## src/dmc_defines.vh

```
// How it works
// - After power-up wait 200 us, then run 8 row-strobe cycles before any access.
// - Refresh all 512 rows every 8 ms, one refresh cycle per row.
// - Column-before-row refresh: column strobe low 10 ns before, 30 ns after row fall.
// - In reads keep write enable high until column or row strobe rises.
// - Space random cycle starts at least 190 ns (fast) or 220 ns (slow).
// - Row strobe low at most 10,000 ns, or 100,000 ns in fast page mode.
// - Page mode column cycles at least 60 ns (fast) or 70 ns (slow) apart.
// - Page mode column strobe high at least 10 ns (fast) or 15 ns (slow).
// - Write enable low at least 25 ns (fast) or 30 ns (slow) before row rises.
// - Factory test pin is held low for normal operation.
`ifndef DMC_DEFINES_VH
`define DMC_DEFINES_VH
`define DMC_CLK_PERIOD_NS   5
`define DMC_POWERUP_US      200
`define DMC_WAKE_CYCLES     8
`define DMC_REFRESH_MS      8
`define DMC_REFRESH_ROWS    512
`define DMC_ROW_PRE_NS      90
`define DMC_ROW_LOW_NS      120
`define DMC_CYCLE_NS        220
`define DMC_RCD_NS          30
`define DMC_COL_LOW_NS      30
`define DMC_CBR_SETUP_NS    10
`define DMC_CBR_HOLD_NS     30
`define DMC_ACCESS_NS       120
`define DMC_ADDR_W          10
`define DMC_ADDR_BITS       20
`define DMC_DATA_W          8
`endif

```

## src/dmc_tick.v

```verilog
`timescale 1ns/1ps
`default_nettype none
`include "dmc_defines.vh"
module dmc_tick #(
    parameter W    = 16,
    parameter PERIOD = 16'h0640
) (
    input  wire         clk_sys_i,
    input  wire         reset_i,
    input  wire         ce_i,
    input  wire         ack_i,
    output reg          due_o
);
    reg [W-1:0] count;

    // Raises a sticky request every PERIOD cycles; the set wins over an ack.
    always @(posedge clk_sys_i or posedge reset_i) begin
        if (reset_i) begin
            count <= {W{1'b0}};
            due_o <= 1'b0;
        end else if (ce_i) begin
            if (count == PERIOD[W-1:0] - 1'b1) begin
                count <= {W{1'b0}};
                due_o <= 1'b1;
            end else begin
                count <= count + 1'b1;
                if (ack_i) begin
                    due_o <= 1'b0;
                end
            end
        end
    end
endmodule
`default_nettype wire

```

## src/dmc_ctrl.v

```verilog
`timescale 1ns/1ps
`default_nettype none
`include "dmc_defines.vh"
module dmc_ctrl #(
    parameter POWERUP_CYC = 40000,
    parameter REF_INTERVAL = 3125
) (
    input  wire                        clk_sys_i,
    input  wire                        reset_i,
    input  wire                        ce_i,
    input  wire                        req_valid_i,
    input  wire                        req_write_i,
    input  wire [`DMC_ADDR_BITS-1:0]   req_addr_i,
    input  wire [`DMC_DATA_W-1:0]      req_wdata_i,
    input  wire                        req_wparity_i,
    output wire                        req_ready_o,
    output reg                         rsp_valid_o,
    output reg  [`DMC_DATA_W-1:0]      rsp_rdata_o,
    output reg                         rsp_rparity_o,
    output reg                         init_done_o,
    output reg                         row_strobe_n_o,
    output reg                         column_strobe_n_o,
    output reg                         parity_column_strobe_n_o,
    output reg                         write_enable_n_o,
    output reg  [`DMC_ADDR_W-1:0]      muxed_address_o,
    output reg  [`DMC_DATA_W-1:0]      data_lanes_o,
    output reg                         data_lanes_oe_o,
    input  wire [`DMC_DATA_W-1:0]      data_lanes_i,
    output reg                         parity_data_in_o,
    input  wire                        parity_data_out_i,
    output wire                        test_pin_o
);
    // ----------------------------------------------------------------
    // Timing counts
    // ----------------------------------------------------------------
    localparam P = `DMC_CLK_PERIOD_NS;
    localparam [7:0] C_PRE  = (`DMC_ROW_PRE_NS + P - 1) / P;
    localparam [7:0] C_RCD  = (`DMC_RCD_NS + P - 1) / P;
    localparam [7:0] C_CAS  = (`DMC_COL_LOW_NS + `DMC_ACCESS_NS + P - 1) / P;
    localparam [7:0] C_RAS  = (`DMC_ROW_LOW_NS + P - 1) / P;
    localparam [7:0] C_CSR  = (`DMC_CBR_SETUP_NS + P - 1) / P;
    localparam [7:0] C_CHR  = (`DMC_CBR_HOLD_NS + P - 1) / P;
    localparam [7:0] C_CYC  = (`DMC_CYCLE_NS + P - 1) / P;
    localparam [7:0] C_TAIL = C_CYC - C_RAS;

    localparam [6:0] S_PWR  = 7'h01;
    localparam [6:0] S_IDLE = 7'h02;
    localparam [6:0] S_ROW  = 7'h04;
    localparam [6:0] S_COL  = 7'h08;
    localparam [6:0] S_CBR  = 7'h10;
    localparam [6:0] S_HIGH = 7'h20;
    localparam [6:0] S_PRE  = 7'h40;

    reg [6:0]  state;
    reg [17:0] wait_cnt;
    reg [7:0]  cyc_cnt;
    reg [3:0]  wake_cnt;
    reg        is_wr;
    reg        ref_ack;
    wire       ref_due;
    reg  [`DMC_ADDR_W-1:0] col_hold;
    wire [`DMC_DATA_W:0]   rd_pins;
    wire [`DMC_DATA_W:0]   rd_clean;

    // ----------------------------------------------------------------
    // Refresh pacing
    // ----------------------------------------------------------------
    dmc_tick #(
        .W      (16),
        .PERIOD (REF_INTERVAL[15:0])
    ) u_tick (
        .clk_sys_i (clk_sys_i),
        .reset_i   (reset_i),
        .ce_i      (ce_i),
        .ack_i     (ref_ack),
        .due_o     (ref_due)
    );

    assign test_pin_o  = 1'b0;
    assign req_ready_o = (state == S_IDLE) && init_done_o && !ref_due;

    // ----------------------------------------------------------------
    // Sequencer
    // ----------------------------------------------------------------
    always @(posedge clk_sys_i or posedge reset_i) begin
        if (reset_i) begin
            state                    <= S_PWR;
            wait_cnt                 <= 18'h0_0000;
            cyc_cnt                  <= 8'h00;
            wake_cnt                 <= 4'h0;
            is_wr                    <= 1'b0;
            ref_ack                  <= 1'b0;
            init_done_o              <= 1'b0;
            rsp_valid_o              <= 1'b0;
            rsp_rdata_o              <= 8'h00;
            rsp_rparity_o            <= 1'b0;
            row_strobe_n_o           <= 1'b1;
            column_strobe_n_o        <= 1'b1;
            parity_column_strobe_n_o <= 1'b1;
            write_enable_n_o         <= 1'b1;
            muxed_address_o          <= 10'h000;
            data_lanes_o             <= 8'h00;
            data_lanes_oe_o          <= 1'b0;
            parity_data_in_o         <= 1'b0;
        end else if (ce_i) begin
            rsp_valid_o <= 1'b0;
            ref_ack     <= 1'b0;
            cyc_cnt     <= cyc_cnt + 8'h01;
            case (state)
                S_PWR: begin
                    if (wait_cnt == POWERUP_CYC[17:0]) begin
                        state   <= S_PRE;
                        cyc_cnt <= 8'h00;
                    end else begin
                        wait_cnt <= wait_cnt + 18'h0_0001;
                    end
                end
                S_IDLE: begin
                    cyc_cnt <= 8'h00;
                    if (ref_due) begin
                        ref_ack                  <= 1'b1;
                        column_strobe_n_o        <= 1'b0;
                        parity_column_strobe_n_o <= 1'b0;
                        state                    <= S_CBR;
                    end else if (req_valid_i && init_done_o) begin
                        is_wr            <= req_write_i;
                        muxed_address_o  <= req_addr_i[19:10];
                        data_lanes_o     <= req_wdata_i;
                        parity_data_in_o <= req_wparity_i;
                        data_lanes_oe_o  <= req_write_i;
                        write_enable_n_o <= !req_write_i;
                        row_strobe_n_o   <= 1'b0;
                        state            <= S_ROW;
                    end
                end
                S_CBR: begin
                    if (cyc_cnt == C_CSR) begin
                        row_strobe_n_o <= 1'b0;
                    end
                    if (cyc_cnt == C_CSR + C_CHR) begin
                        column_strobe_n_o        <= 1'b1;
                        parity_column_strobe_n_o <= 1'b1;
                    end
                    if (cyc_cnt == C_CSR + C_RAS) begin
                        row_strobe_n_o <= 1'b1;
                        state          <= S_PRE;
                        cyc_cnt        <= 8'h00;
                    end
                end
                S_ROW: begin
                    if (cyc_cnt == C_RCD - 8'h01) begin
                        muxed_address_o          <= col_hold;
                        column_strobe_n_o        <= 1'b0;
                        parity_column_strobe_n_o <= 1'b0;
                        state                    <= S_COL;
                    end
                end
                S_COL: begin
                    if (cyc_cnt == C_CAS) begin
                        rsp_rdata_o   <= rd_clean[`DMC_DATA_W-1:0];
                        rsp_rparity_o <= rd_clean[`DMC_DATA_W];
                        rsp_valid_o   <= !is_wr;
                        row_strobe_n_o <= 1'b1;
                        cyc_cnt       <= 8'h00;
                        state         <= S_HIGH;
                    end
                end
                S_HIGH: begin
                    column_strobe_n_o        <= 1'b1;
                    parity_column_strobe_n_o <= 1'b1;
                    write_enable_n_o         <= 1'b1;
                    data_lanes_oe_o          <= 1'b0;
                    state                    <= S_PRE;
                end
                S_PRE: begin
                    if (cyc_cnt >= C_PRE && cyc_cnt >= C_TAIL) begin
                        cyc_cnt <= 8'h00;
                        if (!init_done_o) begin
                            if (wake_cnt == `DMC_WAKE_CYCLES) begin
                                init_done_o <= 1'b1;
                                state       <= S_IDLE;
                            end else begin
                                wake_cnt       <= wake_cnt + 4'h1;
                                row_strobe_n_o <= 1'b0;
                                state          <= S_CBR;
                            end
                        end else begin
                            state <= S_IDLE;
                        end
                    end
                end
                default: begin
                    state <= S_IDLE;
                end
            endcase
        end
    end

    // ----------------------------------------------------------------
    // Column address hold
    // ----------------------------------------------------------------
    always @(posedge clk_sys_i or posedge reset_i) begin
        if (reset_i) begin
            col_hold <= 10'h000;
        end else if (ce_i && req_ready_o && req_valid_i) begin
            col_hold <= req_addr_i[9:0];
        end
    end

    // ----------------------------------------------------------------
    // Read pin synchronisers
    // ----------------------------------------------------------------
    assign rd_pins = {parity_data_out_i, data_lanes_i};

    genvar gi;
    generate
        for (gi = 0; gi <= `DMC_DATA_W; gi = gi + 1) begin : g_sync
            reg stage_a;
            reg stage_b;
            reg stage_c;
            reg settled;
            // A pin change is taken only once the last two stages agree.
            always @(posedge clk_sys_i or posedge reset_i) begin
                if (reset_i) begin
                    stage_a <= 1'b0;
                    stage_b <= 1'b0;
                    stage_c <= 1'b0;
                    settled <= 1'b0;
                end else if (ce_i) begin
                    stage_a <= rd_pins[gi];
                    stage_b <= stage_a;
                    stage_c <= stage_b;
                    if (stage_b == stage_c) begin
                        settled <= stage_c;
                    end
                end
            end
            assign rd_clean[gi] = settled;
        end
    endgenerate
endmodule
`default_nettype wire

```

## config.mk

```make
export PLATFORM = sky130hd
export DESIGN_NAME = dmc_ctrl
export DESIGN_NICKNAME = d
export VERILOG_FILES = /design/src/dmc_tick.v /design/src/dmc_ctrl.v
export VERILOG_INCLUDE_DIRS = /design/src
export SDC_FILE = /design/constraint.sdc
export NUM_CORES = 1
export LEC_CHECK = 0
export BUFFER_PORTS_ARGS = -buffer_cell sky130_fd_sc_hd__buf_2
export CAP_MARGIN = 20
export CORE_MARGIN = 1.5
export CORE_UTILIZATION = 45
export CTS_CLUSTER_DIAMETER = 200
export DETAILED_ROUTE_END_ITERATION = 12
export PLACE_DENSITY = 0.75
export REMOVE_ABC_BUFFERS = 1
export SYNTH_ARGS = -nofsm -noshare
export SYNTH_HDL_FRONTEND = slang
export SYNTH_SLANG_ARGS = --single-unit
```

## constraint.sdc

```tcl
create_clock -name clk_sys_i -period 7 [get_ports clk_sys_i]
set_clock_uncertainty 0.05 [all_clocks]
set_input_delay 1.4 -clock clk_sys_i [delete_from_list [all_inputs] [get_ports clk_sys_i]]
set_output_delay 1.4 -clock clk_sys_i [all_outputs]
set_load 0.01 [all_outputs]
```

=== Word-level counts from Yosys, hierarchy flattened ===
Cells that the tools add are included.

* Logic and storage cells: 184
* Output and inout bits: 37
* Input port bits: 43
* Bits in registers: 136

* Reductions and logical operators: 34
* $add $sub $neg: 4
* $lt $le $gt $ge: 2
* Eq/ne operators: 37
* Muxes and demuxes: 47
* Bitwise operators: 4

{| class="wikitable"
|+ Operators with widths
! operator !! count
|-
| 2-to-1 mux 7 bit || 8
|-
| one-hot mux 7 bit (7 select lines) || 1
|-
| one-hot mux 8 bit (5 select lines) || 1
|-
| 2-to-1 mux 8 bit || 4
|-
| 2-to-1 mux 10 bit || 3
|-
| 2-to-1 mux 1 bit || 23
|-
| one-hot mux 10 bit (2 select lines) || 1
|-
| AND reduction 2 bit || 10
|-
| adder 18 x 1 -> 18 bit, second input constant || 1
|-
| == test 18 x 16 -> 1 bit, second input constant || 1
|-
| inequality test 2 bit, second input constant || 9
|-
| adder 16 x 1 -> 16 bit, second input constant || 1
|-
| == test 16 x 12 -> 1 bit, second input constant || 1
|-
| == test 8 x 5 -> 1 bit, second input constant || 2
|-
| >= comparator 8 x 5 -> 1 bit, second input constant || 2
|-
| 2-to-1 mux 16 bit || 1
|-
| AND reduction 5 bit || 3
|-
| == test 1 bit || 9
|-
| AND reduction 3 bit || 3
|-
| AND reduction 9 bit || 1
|-
| adder 8 x 1 -> 8 bit, second input constant || 1
|-
| == test 8 x 2 -> 1 bit, second input constant || 1
|-
| == test 8 x 3 -> 1 bit, second input constant || 1
|-
| == test 8 x 4 -> 1 bit, second input constant || 1
|-
| 22 further kinds || 39
|}

=== Logic depth before layout (Yosys ltp) ===
* Depth in word-level cells: 5
* Mapped depth: 8

=== By module ===
Synthesis repeated with hierarchy kept, for this count alone.

* Cells, all modules: 552
* Area total of the unflattened synthesis: 6387.4 sq um

{| class="wikitable"
|+ By module, submodules not included
! module !! cells each !! instances !! seq. area each (sq um) !! area an instance (sq um)
|-
| dmc_ctrl || 474 || 1 || 2982.9 || 5547.8
|-
| dmc_tick || 78 || 1 || 425.4 || 839.6
|}

=== Worst setup path after synthesis ===
OpenSTA, ideal clock, no wires.

* Path kind: register to output
* Start: reg state[2]
* End: out req_ready_o
* Arrival time: 1.446 ns
* Cell stages (with the launch flop): 6
* Slack: 4.104 ns
* Required time: 5.550 ns
* Path buffers: 1
* Path through: dfrtp_1 -> buf_2 -> nor4_4 -> nand3_1 -> nor2_1 -> and2_1

* Cells in the longest elaborated chain, start to end: 3

{| class="wikitable"
|+ RTL lines
! item !! line !! RTL
|-
| start: declaration || dmc_ctrl.v:54 || <nowiki>reg [6:0] state;</nowiki>
|-
| start signal: assignment || dmc_ctrl.v:87 || <nowiki>state <= S_PWR;</nowiki>
|-
| start signal: assignment || dmc_ctrl.v:112 || <nowiki>state <= S_PRE;</nowiki>
|-
| start signal: assignment || dmc_ctrl.v:124 || <nowiki>state <= S_CBR;</nowiki>
|-
| == test 7 x 2 -> 1 bit || dmc_ctrl.v:80 || <nowiki>assign req_ready_o = (state == S_IDLE) && init_done_o && !ref_due;</nowiki>
|-
| logical AND 1 bit (2 in a row) || dmc_ctrl.v:80 ||
|-
| end: declaration || dmc_ctrl.v:16 || <nowiki>output wire req_ready_o,</nowiki>
|}

No other way between the ends.

=== Worst setup path after layout ===
Same ends and word-level chain as after synthesis.

==> results by group <==
Run status
  – Status: completed

Clock network
  – Clock buffer count from CTS: 17
  – Clock tree from TritonCTS: yes
  – Number of buffers added to fix hold violations after cts: 0
  – Total clock sinks: ~140
  – Post-cts repair resize count: 0
  – Cell at the root of the clock tree: sky130_fd_sc_hd__clkbuf_16
  – H-tree levels: 4
  – Clock insertion delay at the later pin of the skew report: around 0.42 ns
  – Clock transition at path regs: 0.06 ns
  – Deepest clock path buffer count: 2
  – Setup Buffers After CTS: 0

Drt
  – Aggregate routed wire length: roughly 12000 um
  – DR vias/cell: between 5 and 6
  – Residual DRC count: 0
  – Number of DRC markers in iteration 0: around 440
  – Number of routed nets with antenna violations: 0
  – Vias after detailed routing: approximately 4500
  – Number of iterations in the first detailed-routing pass: 5
  – Per-cell routed wire length: between 10 and 15 um

STA
  – Peak Freq: 0.2724 GHz
  – RSZ-0062 raised after global routing: false
  – Worst slew margin: 43.43%
  – Setup tns final: 0 ns
  – Post-route worst hold slack: 0.3938 ns
  – Slew Limit Fails: 0
  – Final setup violating endpoints: 0
  – Final critical path time including I/O delays and setup: around 3.7 ns
  – Post-route fraction of the period consumed by the critical path: between 50% and 60%
  – Final number of hold-violating endpoints: 0
  – Slew at the pin with the worst max-slew slack: about 0.85 ns

Critical path
  – Startpoint type of the worst setup path: register
  – Critical path required time: 5.55 ns
  – Buffers and inverters on the worst path: 1
  – Cell count along the critical path: 5
  – Class of the most critical setup path: reg2out
  – Depth of the worst register-to-register path: 7
  – Category of cells accounting for the largest share of critical-path delay: simple AND/OR/NAND/NOR gates
  – Slowest cell delay on critical path: ~0.49 ns
  – Data arrival time of the worst path: 2.22 ns
  – Critical path cell sequence: nor4_4, nand3_1, nor2_1, and2_1, buf_2
  – RR Endpoint: muxed_address_o[4]
  – R2r startpoint: state[1]
  – Flop2flop setup slack: roughly 4.2 ns
  – Slowest cell on the critical path: sky130_fd_sc_hd__dfrtp_1
  – Largest fanout on the critical path: 10
  – Type of destination of the critical path: output pin

Floorplanning
  – Die X: about 120 um
  – Number of placed I/O pins: 80
  – Height of the die: between 100 and 150 um
  – Core outline area: around 14000 um^2
  – Number of placement rows: 43
  – Die Outline Area: 14810 um^2
  – Starting utilization of the core area: approximately 46%

Yosys
  – Avg Cell Area, Syn: approximately 11 um^2
  – Fraction of registers with async set or reset after synthesis: 100.0%
  – Post-synthesis cell area: 6339 um^2
  – Seq/Total Area, Yosys: 53.77%
  – Number of flops mapped to enable cells by yosys: 0
  – YS warnings: 0
  – Most used flip-flop cell after synthesis: sky130_fd_sc_hd__dfrtp_1
  – Number of register bits inferred by synthesis: between 100 and 150
  – Synth unique cells: 63
  – Post-synthesis cell count: 562

Pwr
  – Lkg Pwr: about 3.6 nW
  – Cell Pwr Density: between 200 and 300 nW/um^2
  – Peak VDD IR: about 0.00018 V

Final layout
  – Diodes inserted: 0
  – Number of nets in the final layout: between 600 and 700
  – Top library cells by usage in the layout, fill and taps aside: 132 x sky130_fd_sc_hd__dfrtp_1, 78 x sky130_fd_sc_hd__buf_2, 58 x sky130_fd_sc_hd__mux2_2
  – Fraction of layout cells with a size suffix above 1: approximately 30%
  – Area growth syn-to-layout: 18.32%
  – Most common cell after layout, fill and taps aside: sky130_fd_sc_hd__dfrtp_1

Place
  – Port Buffers: 78
  – Detailed placement HPWL: ~8500 um
  – Weighted congestion at the end of routability-driven global placement: 0.8524

Hold path
  – Worst min-delay path endpoint: rsp_valid_o
  – Worst hold path depth: 1
  – Source of the worst hold timing path: is_wr
  – Hold/Removal Path Class: reg2reg

Global route
  – Pin count of the biggest net entering global routing: 71
  – Overall global routing resource usage: a little under a fifth
  – Aggregate global routing overflow: 0
  – Number of antenna violations at the first check in global routing: 0
  – First-pass GRT wire length: about 21000 um
  – Vias in the first global route: between 4000 and 5000

Job
  – Max Cap Viol: 0
## state kept, by name, summed over array words and instances (netlist names), 4 cells and up
| signal | flops |
|---|---|
| g_sync.stage_a | 9 |
| g_sync.stage_b | 9 |
| g_sync.stage_c | 9 |
| rsp_rdata_o | 8 |
| u_tick.count | 16 |
| state | 7 |
| col_hold | 10 |
| muxed_address_o | 10 |
| wake_cnt | 4 |
| wait_cnt | 18 |
| g_sync.settled | 9 |
| cyc_cnt | 8 |
| data_lanes_o | 8 |
## synth_stat cells, drive strengths merged, types with 10 or more instances
library cell / number / share of area (%)
xnor2: 21 / 2.9
nand4: 12 / 1.2
and3: 13 / 1.3
dfrtp: 132 / 52
o21ai: 17 / 1.3
a21oi: 28 / 2.4
nor2: 42 / 2.5
nand2: 48 / 2.8
nand3: 21 / 1.7
mux2: 63 / 11
clkbuf: 13 / 0.77
ha: 10 / 2.0
inv: 20 / 1.2
a31oi: 10 / 0.99
buf: 13 / 1.2
xor2: 15 / 2.1
## metrics by stage
step | worst slack (ns) | std cells | util (%) | cell area (um^2) | power (W)
finish | 3.329 | 829 | 54.24 | 7500 | 0.002206
global route | 3.196 | 829 | 54.24 | 7500 | 0.002320
CTS | 3.342 | 828 | 54.19 | 7492 | 0.002224
global placement | 3.675 | 797 | 49.64 | 6864 | 0.001258
detailed placement | 3.535 | 797 | 49.64 | 6864 | 0.001277
floorplan | 1.917 | 536 | - | 6215 | 0.001168
## kinds of logic (layout without fill, tap and decap cells)
logic type / after synthesis / after routing / share of synthesized area (%)
muxes: 64 / 64 / 11.59
adders and majority gates: 10 / 10 / 1.974
AOI/OAI and AO/OA: 80 / 80 / 8.192
xor gates and xnor gates: 36 / 36 / 4.974
DFF: 136 / 136 / 53.77
other: 1 / 1 / 0.05916
and+or+nand+nor: 189 / 189 / 16.30
buffers and inverters: 46 / 133 / 3.138
## metal layers
layer	vias up	share of wire [%]	global-route usage, %
met1	2167	47	24.36
met2	134	46	27.61
met5	-	0	0
met4	0	1.9	8.309
li1	2128	-	-
met3	22	5.4	4.260
## how the worst max path moves through the flow
stage / start / to / slack (ns)
floorplan: reset_i / col_hold[0] / 1.92
global placement: ce_i / muxed_address_o[8] / 3.67
detailed placement: ce_i / muxed_address_o[6] / 3.54
CTS: state[2] / req_ready_o / 3.34
global route: state[2] / req_ready_o / 3.20
finish: state[2] / req_ready_o / 3.33
## report_power, final
part	switching [W]	total (W)	internal, W
Sequential	0.0000839	0.000959	0.000875
Combinational	0.000170	0.000307	0.000137
Clock	0.000327	0.000940	0.000613
Total	0.000581	0.00221	0.00163
## final cells by class
type,count,area (um^2)
inverters,20,77.57
well taps,180,225.2
flip-flops and latches,136,3408
clock inverters,11,171.4
repair buffers,82,420.4
fillers,1169,6327
multi-input cells,380,2740
clock buffers,20,456.7
(Power assumes the default switching activity.)
